==> src/shared/can_obj_consts.svh <==
// Register offsets, field positions and reset values of the object status and wake-up block.
`ifndef CAN_OBJ_CONSTS_SVH
`define CAN_OBJ_CONSTS_SVH
`define OBJ_COUNT 32
`define OBJ_HALF 16
`define OFF_PEND_HI 12'h144
`define OFF_VALID_LO 12'h160
`define OFF_VALID_HI 12'h164
`define OFF_WU_CTRL 12'h168
`define OFF_WU_STAT 12'h16c
`define OFF_IRQ_STAT 12'h170
`define OFF_IRQ_EN 12'h174
`define OFF_IRQ_CLR 12'h178
`define WU_EN_BIT 0
`define WU_STS_BIT 0
`define IRQ_WAKE_BIT 0
`define IRQ_PEND_BIT 1
`define IRQ_BITS 2
`define RESET_WORD 32'h0000_0000
`define RESET_HALF 16'h0000
`endif

==> src/shared/can_obj_pkg.sv <==
// Types shared by the object status and wake-up block.
package can_obj_pkg;
  typedef logic [11:0] reg_addr_t;
  typedef logic [31:0] reg_data_t;
  typedef logic [4:0] obj_num_t;
  typedef enum logic [2:0] {
    SEL_NONE,
    SEL_PEND_HI,
    SEL_VALID_LO,
    SEL_VALID_HI,
    SEL_WU_CTRL,
    SEL_WU_STAT,
    SEL_IRQ_STAT,
    SEL_IRQ_EN
  } reg_sel_e;
endpackage

==> src/shared/obj_vec_if.sv <==
// Carrier between the register front end and the message object flag store.
`timescale 1ns/1ns
`default_nettype none
interface obj_vec_if;
  logic [4:0] sw_obj_num;
  logic sw_valid_we;
  logic sw_valid_val;
  logic sw_pend_we;
  logic sw_pend_val;
  logic [31:0] handler_pend_set;
  logic [31:0] valid_vec;
  logic [31:0] pend_vec;
  modport store (
    input sw_obj_num,
    input sw_valid_we,
    input sw_valid_val,
    input sw_pend_we,
    input sw_pend_val,
    input handler_pend_set,
    output valid_vec,
    output pend_vec
  );
  modport ctrl (
    output sw_obj_num,
    output sw_valid_we,
    output sw_valid_val,
    output sw_pend_we,
    output sw_pend_val,
    output handler_pend_set,
    input valid_vec,
    input pend_vec
  );
endinterface
`default_nettype wire

==> src/object_state.sv <==
// Valid and interrupt pending flags of all message objects.
`timescale 1ns/1ns
`default_nettype none
`include "can_obj_consts.svh"
module object_state
  import can_obj_pkg::*;
(
  input wire logic clk,
  input wire logic rst,
  obj_vec_if.store ov
);
  logic [31:0] valid_reg;
  logic [31:0] pend_reg;
  logic [31:0] pend_next;
  logic [31:0] sel_mask;
  logic [31:0] set_mask;
  logic [31:0] clr_mask;

  always_comb
  begin
    sel_mask = 32'h0000_0001 << ov.sw_obj_num;
    // The handler only acts on configured objects.
    set_mask = ov.handler_pend_set & valid_reg;
    clr_mask = 32'h0000_0000;
    if (ov.sw_pend_we)
    begin
      if (ov.sw_pend_val)
        set_mask = set_mask | sel_mask;
      else
        clr_mask = sel_mask;
    end
    // A handler event in the same cycle as a software clear keeps the flag set.
    pend_next = (pend_reg & ~clr_mask) | set_mask;
  end

  always_ff @(posedge clk or posedge rst)
  begin
    if (rst)
      valid_reg <= `RESET_WORD;
    else if (ov.sw_valid_we)
      valid_reg[ov.sw_obj_num] <= ov.sw_valid_val;
  end

  always_ff @(posedge clk or posedge rst)
  begin
    if (rst)
      pend_reg <= `RESET_WORD;
    else
      pend_reg <= pend_next;
  end

  assign ov.valid_vec = valid_reg;
  assign ov.pend_vec = pend_reg;
endmodule
`default_nettype wire

==> src/can_object_status_and_wakeup.sv <==
// Register front end for message object status vectors and bus wake-up.
//
// The plain strobed port was decided locally.
`timescale 1ns/1ns
`default_nettype none
`include "can_obj_consts.svh"
// Overview of operation
// - Pending flags of objects 17 to 32 read in bits 15 to 0 of a read-only register, 1 meaning interrupt source.
// - Valid flags change only through the interface register set writes, never by bus writes.
// - The handler ignores objects whose valid flag is 0 and processes those whose flag is 1.
// - The low valid vector reports objects 1 to 16 in bits 15 to 0, upper bits reserved.
// - The high valid vector reports objects 17 to 32 in bits 15 to 0, upper bits reserved.
// - Bit n of the low valid vector maps to object n plus one, bit n of the high vector to object n plus 17, so bit 15 to object 32.
// - Bit 0 of the wake-up control register enables wake-up when 1 and disables it when 0.
// - While enabled, a falling edge on the receive pin wakes the system.
// - A wake-up event sets the wake-up status flag, which software clears by writing 0.
// - Pending flags are set or cleared by software and set by the handler after a transfer.
module can_object_status_and_wakeup
  import can_obj_pkg::*;
(
  input wire logic clk,
  input wire logic rst,
  input wire reg_addr_t addr,
  input wire reg_data_t wdata,
  input wire logic wr_en,
  input wire logic rd_en,
  output reg_data_t rdata,
  input wire obj_num_t sw_obj_num,
  input wire logic sw_valid_we,
  input wire logic sw_valid_val,
  input wire logic sw_pend_we,
  input wire logic sw_pend_val,
  input wire logic [31:0] handler_pend_set,
  input wire logic bus_receive_pin,
  output logic [31:0] valid_flags,
  output logic wakeup_req,
  output logic irq
);
  obj_vec_if ov ();

  reg_sel_e sel;
  reg_data_t rdata_reg;
  reg_data_t rdata_next;
  logic wu_en_reg;
  logic wu_sts_reg;
  logic rx_prev_reg;
  logic rx_fall;
  logic wu_clear;
  logic [15:0] pend_hi_prev_reg;
  logic pend_rise;
  logic [`IRQ_BITS-1:0] irq_stat_reg;
  logic [`IRQ_BITS-1:0] irq_en_reg;
  logic [`IRQ_BITS-1:0] irq_event;
  logic [`IRQ_BITS-1:0] irq_clr;
  logic [31:0] stray_set;

  assign ov.sw_obj_num = sw_obj_num;
  assign ov.sw_valid_we = sw_valid_we;
  assign ov.sw_valid_val = sw_valid_val;
  assign ov.sw_pend_we = sw_pend_we;
  assign ov.sw_pend_val = sw_pend_val;
  assign ov.handler_pend_set = handler_pend_set;

  object_state u_state (
    .clk(clk),
    .rst(rst),
    .ov(ov.store)
  );

  always_comb
  begin
    unique case (addr)
      `OFF_PEND_HI: sel = SEL_PEND_HI;
      `OFF_VALID_LO: sel = SEL_VALID_LO;
      `OFF_VALID_HI: sel = SEL_VALID_HI;
      `OFF_WU_CTRL: sel = SEL_WU_CTRL;
      `OFF_WU_STAT: sel = SEL_WU_STAT;
      `OFF_IRQ_STAT: sel = SEL_IRQ_STAT;
      `OFF_IRQ_EN: sel = SEL_IRQ_EN;
      default: sel = SEL_NONE;
    endcase
  end

  // Read mux. Unmapped and write-only addresses, and all reserved bits, read as zero.
  always_comb
  begin
    rdata_next = `RESET_WORD;
    unique case (sel)
      SEL_PEND_HI: rdata_next[15:0] = ov.pend_vec[31:16];
      SEL_VALID_LO: rdata_next[15:0] = ov.valid_vec[15:0];
      SEL_VALID_HI: rdata_next[15:0] = ov.valid_vec[31:16];
      SEL_WU_CTRL: rdata_next[`WU_EN_BIT] = wu_en_reg;
      SEL_WU_STAT: rdata_next[`WU_STS_BIT] = wu_sts_reg;
      SEL_IRQ_STAT: rdata_next[`IRQ_BITS-1:0] = irq_stat_reg;
      SEL_IRQ_EN: rdata_next[`IRQ_BITS-1:0] = irq_en_reg;
      SEL_NONE: rdata_next = `RESET_WORD;
    endcase
  end

  // Read data stand only in the cycle after the strobe so stale values never linger.
  always_ff @(posedge clk or posedge rst)
  begin
    if (rst)
      rdata_reg <= `RESET_WORD;
    else if (rd_en)
      rdata_reg <= rdata_next;
    else
      rdata_reg <= `RESET_WORD;
  end

  assign rdata = rdata_reg;

  // Only bit 0 is stored; the reserved bits of the write are dropped.
  always_ff @(posedge clk or posedge rst)
  begin
    if (rst)
      wu_en_reg <= 1'b0;
    else if (wr_en && sel == SEL_WU_CTRL)
      wu_en_reg <= wdata[`WU_EN_BIT];
  end

  // The receive line idles recessive high, so the previous sample resets to 1.
  always_ff @(posedge clk or posedge rst)
  begin
    if (rst)
      rx_prev_reg <= 1'b1;
    else
      rx_prev_reg <= bus_receive_pin;
  end

  assign rx_fall = wu_en_reg && rx_prev_reg && !bus_receive_pin;
  assign wu_clear = wr_en && sel == SEL_WU_STAT && !wdata[`WU_STS_BIT];

  // An edge seen in the cycle of a software clear keeps the flag set.
  always_ff @(posedge clk or posedge rst)
  begin
    if (rst)
      wu_sts_reg <= 1'b0;
    else
      wu_sts_reg <= rx_fall | (wu_sts_reg & !wu_clear);
  end

  assign wakeup_req = wu_sts_reg;
  assign valid_flags = ov.valid_vec;

  always_ff @(posedge clk or posedge rst)
  begin
    if (rst)
      pend_hi_prev_reg <= `RESET_HALF;
    else
      pend_hi_prev_reg <= ov.pend_vec[31:16];
  end

  assign pend_rise = |(ov.pend_vec[31:16] & ~pend_hi_prev_reg);

  always_comb
  begin
    irq_event = '0;
    irq_event[`IRQ_WAKE_BIT] = rx_fall;
    irq_event[`IRQ_PEND_BIT] = pend_rise;
    irq_clr = '0;
    if (wr_en && sel == SEL_NONE && addr == `OFF_IRQ_CLR)
      irq_clr = wdata[`IRQ_BITS-1:0];
  end

  always_ff @(posedge clk or posedge rst)
  begin
    if (rst)
      irq_stat_reg <= '0;
    else
      irq_stat_reg <= (irq_stat_reg & ~irq_clr) | irq_event;
  end

  always_ff @(posedge clk or posedge rst)
  begin
    if (rst)
      irq_en_reg <= '0;
    else if (wr_en && sel == SEL_IRQ_EN)
      irq_en_reg <= wdata[`IRQ_BITS-1:0];
  end

  assign irq = |(irq_stat_reg & irq_en_reg);

  // Handler requests aimed at unconfigured objects that are not yet pending.
  assign stray_set = handler_pend_set & ~ov.valid_vec & ~ov.pend_vec;
endmodule
`default_nettype wire

==> config.mk <==
export PLATFORM = sky130hd
export DESIGN_NAME = can_object_status_and_wakeup
export DESIGN_NICKNAME = d
export VERILOG_FILES = /design/src/shared/can_obj_pkg.sv /design/src/shared/obj_vec_if.sv /design/src/object_state.sv /design/src/can_object_status_and_wakeup.sv
export VERILOG_INCLUDE_DIRS = /design/src /design/src/shared
export SDC_FILE = /design/constraint.sdc
export NUM_CORES = 1
export LEC_CHECK = 0
export ABC_AREA = 0
export BUFFER_PORTS_ARGS = -buffer_cell sky130_fd_sc_hd__buf_2
export CAP_MARGIN = 20
export CELL_PAD_IN_SITES_DETAIL_PLACEMENT = 1
export CELL_PAD_IN_SITES_GLOBAL_PLACEMENT = 2
export CORE_UTILIZATION = 30
export CTS_CLUSTER_DIAMETER = 150
export DETAILED_ROUTE_END_ITERATION = 10
export HOLD_SLACK_MARGIN = 0.05
export PLACE_DENSITY_LB_ADDON = 0.12
export SLEW_MARGIN = 20
export SYNTH_ARGS = -nofsm -noshare
export SYNTH_HDL_FRONTEND = slang
export SYNTH_SLANG_ARGS = --single-unit
==> constraint.sdc <==
create_clock -name clk -period 3.4 [get_ports clk]
set_input_delay 0.68 -clock clk [delete_from_list [all_inputs] [get_ports clk]]
set_output_delay 0.68 -clock clk [all_outputs]
set_load 0.01 [all_outputs]
==> results of run 1 <==
cell type report:
cell class	count	area share (%)
clock buffers	13	5.17
clock inverters	3	0.348
inverters	22	1.66
multi-input cells	268	35.4
flip-flops and latches	87	43.2
well taps	176	4.37
repair buffers	95	9.79
power groups by stage:
| stage | registers, µW | logic (µW) | clock network (µW) |
|---|---|---|---|
| 6_report | 1260 | 438 | 938 |
| 5_1_grt | 1280 | 486 | 1010 |
| 4_1_cts | 1270 | 444 | 968 |
| 2_1_floorplan | 1290 | 227 | 0 |
| 3_3_place_gp | 1280 | 434 | 0 |
| 3_5_place_dp | 1290 | 441 | 0 |
layout by cell type, fill, tap and decap left out, drive strengths merged, types with 15 or more instances in the layout:
cell type	count
a22oi	15
mux2	41
nor2	37
conb	16
nand2	44
inv	21
buf	95
o21ai	31
o211ai	16
dfrtp	86
cell families after synthesis:
group	count (synthesis)	synth area share, %
other	1	0.0894
muxes	42	11.3
buffers and inverters	54	6.83
DFF	87	52.0
AOI/OAI and AO/OA	81	13.9
and+or+nand+nor	128	15.8
xor gates and xnor gates	1	0.209
layer usage:
metal | vias up | global-route usage [%] | part of all wire (%)
li1 | 1529 | - | -
met1 | 1635 | 27.4 | 51
met2 | 78 | 27.9 | 45
met3 | 10 | 3.25 | 3.6
met4 | 0 | 5.56 | 1.3
met5 | - | 0 | 0
metrics by stage:
stage / worst slack, ps / cell area (µm²) / instances
final: 1260 / 5040 / 664
after global routing: 1090 / 5040 / 664
after CTS: 1260 / 5040 / 664
after detailed placement: 905 / 4760 / 648
after global placement: 907 / 4760 / 648
after floorplan: 471 / 4250 / 409
worst max-delay path, stage by stage:
cell	delay [ps]
buf_2	130
nor4_4	300
nand3_2	240
nor2_2	720
a22oi_1	150
nor2_1	160
worst paths after layout:
path                                                   start                                   end  slack, ps  depth (start not counted)
max reg2reg                u_state.ov.pend_vec[24]$_DFF_PP0_             irq_stat_reg[1]$_DFF_PP0_       2040                          5
min in group asynchronous                                rst  u_state.ov.valid_vec[20]$_DFFE_PP0P_        450                          2
max                                                  addr[1]                   rdata[15]$_DFF_PP0_       1260                          6
max in group asynchronous                                rst                 rx_prev_reg$_DFF_PP1_       2210                          3
min                        u_state.ov.pend_vec[29]$_DFF_PP0_        pend_hi_prev_reg[13]$_DFF_PP0_        390                          0
min reg2reg                u_state.ov.pend_vec[29]$_DFF_PP0_        pend_hi_prev_reg[13]$_DFF_PP0_        390                          0
cell usage after synthesis (2+ instances only):
master     n
nand2_1   44
o211ai_1  16
dfrtp_1   86
buf_4     17
nor2_2    11
nand4_1    3
and2_1     2
a21oi_1    2
nor3b_1    2
nor2b_1    7
o21ai_1    8
nand3_1   12
nor2_1    26
nand2b_1   3
buf_6      2
a22oi_2   10
inv_1     22
mux2_1    30
a221oi_1   2
a22oi_1    5
buf_2      4
o21ai_0   22
clkbuf_1   9
nor3_1     4
and3_1     2
mux2_2    11
nand3b_1   3
o22ai_1    6
==> metrics.cfg, run 1 <==
[run_status]
status=completed

[clock_network]
hold_buffers=0
cts_tree=done
clock_latency_ps=340
cts_buffers=9
h-tree-depth=3
cts_buffer_depth=2
cts.reportedPaths.clkPinSlew_ps=60
post_cts_resized=0
clkSinkCount=87
post_cts_buffers=0
clockRootBuffer=clkbuf_16

[grt]
antenna_found_initial=0
grt_pass1_wl_mm=20.0
overflow=0
grt_pass1_vias=3425
grt_max_degree=49
grt_usage_pct=18.6

[power]
seqPwrFrac_pct=47.9
p_leak_uw=0.00227
comb_power_share_pct=16.6
power.share.clock_pct=35.5
internal_power_uw=1870
p_per_area_mw_per_mm2=524
finalPower_uw=2640
ir_drop_uv=220
p_sw_share_pct=29.2
switching_power_uw=770

[setup_path]
worst_setup_path_end_kind=register
crit_type=in2reg
startpoint_type=input pin
cp.arrival_ps=2390
crit_fanout=14
cp.required_ps=3650

[sta]
period_share_pct=62.8
hold_violations=0
timing.fmax_mhz=468
finalSetupViolations=0
skew_ps=6.16
setup_tns_ps=0
rsz0062_at_grt=false
layout_min_cycle_time_ps=2140
worst_pin_slew_ps=833
slew_violations=0
hold_ws_ps=389
slew_headroom_pct=44.4

[yosys]
ys_ff_latch=87
synth_cell_types=51
synth_edf_count=0
synth_top_area_cell=dfrtp_1
syn_area_mm2=0.00419
synth_top_area_share_pct=51.3
yosys_warnings=0
async_flop_share_pct=100
synth.avg_cell_area_um2=10.6
ys_seq_area_share_pct=52.0
synth_ff_type=dfrtp_1
synth_area_leaders=dfrtp_1 (51%), mux2_1 (8.1%), nand2_1 (3.9%), buf_4 (3.0%), a22oi_2 (3.0%)
syn_inst=394

[detailed_routing]
wl_per_cell_um=18.9
drc_errors=0
vias_per_cell=4.90
num_vias=3252
totalWireLength_mm=12.5
ant_nets=0
firstDrtPassIters=4
drt_iter0_markers=105

[placement]
port_buffers=93
gp_congestion=0.774
hpwl_mm=9.19

[worst_hold_path]
hold_class=reg2reg

[layout]
regArea_mm2=0.00218
fin_nets=573
antenna_cells=0
utilization_pct=37.4
nFillCells=1566
drive_above_1_share_pct=30.5
area_growth_pct=20.1
largest_reg_flops=32
multi_input_area_mm2=0.00178

[die]
row_count=42
die_x_um=120
die-area_mm2=0.0145
initial_core_util_pct=31.2
pin_count=156
die_h_um=120
core-area_mm2=0.0135

[job]
drv_cap=0

Power figures use the tool's default switching activity.
==> run 2, diff against run 1 <==
==> constraint.sdc (replaced) <==
create_clock -name clk -period 2 [get_ports clk]
set_input_delay 0.4 -clock clk [delete_from_list [all_inputs] [get_ports clk]]
set_output_delay 0.4 -clock clk [all_outputs]
set_load 0.01 [all_outputs]
==> run 2 against run 1 <==
First-iteration DRC count shrank 0.95%. Sequential power grew 71%. Worst setup slack lost 820 ps. Non-clock buffer count grew 6. Wire length fell by 0.74%. Flip-flop and latch count is the same. Register-to-register slack got worse by 1300 ps. Via count hardly changed.
==> metrics.cfg, run 2 (synthesis gave the netlist of run 1 again) <==
[worst_hold_path]
hold_class=in2reg

[layout]
area_growth_pct=22.2
fin_nets=579
final_common_cell=buf_2
multi_input_area_mm2=0.00178
antenna_cells=0
regArea_mm2=0.00218
largest_reg_flops=32
drive_above_1_share_pct=30.9
layout_common_cells=buf_2 (93), dfrtp_1 (86), nand2_1 (44)
nFillCells=1538
utilization_pct=38.1

[sta]
setup_tns_ps=0
hold_violations=0
slew_headroom_pct=57.4
rsz0062_at_grt=false
worst_pin_slew_ps=639
layout_min_cycle_time_ps=1550
slew_violations=0
skew_ps=6.64
period_share_pct=77.5
timing.fmax_mhz=645
finalSetupViolations=0

[setup_path]
worstPathCellList=buf_2 -> nor4_4 -> nand2_1 -> or4_4 -> o21ai_2 -> nand4_1
cpPeakStageDelay_ps=520
crit_type=in2reg
cp.required_ps=2200
cp.arrival_ps=1750
worst_setup_path_end_kind=register
slowest_stage=or4_4
crit_fanout=3
startpoint_type=input pin

[clock_network]
h-tree-depth=3
cts_tree=done
clockRootBuffer=clkbuf_16
clkSinkCount=87
cts_buffers=9
hold_buffers=0
post_cts_buffers=0
clock_latency_ps=340
cts_buffer_depth=2
post_cts_resized=0
cts.reportedPaths.clkPinSlew_ps=60

[die]
die_x_um=120
initial_core_util_pct=31.2
die-area_mm2=0.0145
row_count=42
die_h_um=120
pin_count=156
core-area_mm2=0.0135

[detailed_routing]
drc_errors=0
firstDrtPassIters=4
drt_iter0_markers=104
totalWireLength_mm=12.4
vias_per_cell=4.87
num_vias=3255
ant_nets=0
wl_per_cell_um=18.6

[job]
drv_cap=0

[grt]
grt_pass1_wl_mm=19.3
grt_max_degree=88
grt_pass1_vias=3345
antenna_found_initial=0
overflow=0
grt_usage_pct=18.1

[power]
comb_power_share_pct=16.4
ir_drop_uv=372
power.share.clock_pct=36.4
p_leak_uw=0.00231
switching_power_uw=1290
p_per_area_mw_per_mm2=889
internal_power_uw=3270
p_sw_share_pct=28.2
finalPower_uw=4550
seqPwrFrac_pct=47.2

[placement]
gp_congestion=0.793
hpwl_mm=9.06
port_buffers=93

[run_status]
status=completed

==> run 2: cell types whose count changed in the layout (fill, tap and decap cells not counted), sizes merged <==
cell,before,now
buf,95,101
bufinv,0,1
clkinv,3,0
==> run 2: power by group through the flow <==
stage	Combinational (µW)	Clock, µW	Sequential [µW]
after floorplan	387	0	2190
after global placement	745	0	2180
after detailed placement	755	0	2190
after CTS	759	1690	2150
after global routing	823	1770	2180
final	748	1660	2150
==> run 2: final timing paths <==
| check | startpoint | end | slack, ps | cells past startpoint |
|---|---|---|---|---|
| worst max-delay path | addr[1] | irq_stat_reg[1]$_DFF_PP0_ | 450 | 6 |
| worst min-delay path | bus_receive_pin | rx_prev_reg$_DFF_PP1_ | 180 | 1 |
| worst max register to register | u_state.ov.pend_vec[24]$_DFF_PP0_ | irq_stat_reg[1]$_DFF_PP0_ | 700 | 5 |
| worst min register to register | u_state.ov.pend_vec[21]$_DFF_PP0_ | pend_hi_prev_reg[5]$_DFF_PP0_ | 390 | 0 |
| max in group asynchronous | rst | rdata[0]$_DFF_PP0_ | 1440 | 3 |
| min in group asynchronous | rst | u_state.ov.valid_vec[20]$_DFFE_PP0P_ | 190 | 3 |
==> run 2: per-layer routing <==
layer  GRT usage (%)  vias up  routed length [µm]
met5               0        -                   0
met4            6.02        0                 170
met3            2.92       14                 608
met2            26.9       84                5510
met1            26.6     1619                6150
li1                -     1538                   -
==> run 2: final cells by class <==
cell class,instances,share of cell area [%]
Tap cell,176,4.30
Multi-Input combinational cell,268,34.8
Clock inverter,1,0.586
Sequential cell,87,42.5
Clock buffer,13,4.88
Timing Repair Buffer,101,11.2
Inverter,22,1.68
==> run 2: per-stage QoR <==
stage	instances	instance area [µm²]	hold slack (ps)	setup WS, ps
after CTS	668	5120	173	430
after global placement	654	4840	379	106
after global routing	668	5120	170	349
after floorplan	409	4250	368	382
after detailed placement	654	4840	382	88.5
final	668	5120	182	450
==> run 2: worst max-delay path: cells and delay by family <==
kind                   cells  cell delay [ps]
AO/OA/AOI/OAI              1              150
buffers and inverters      1              120
AND/OR/NAND/NOR            4             1070
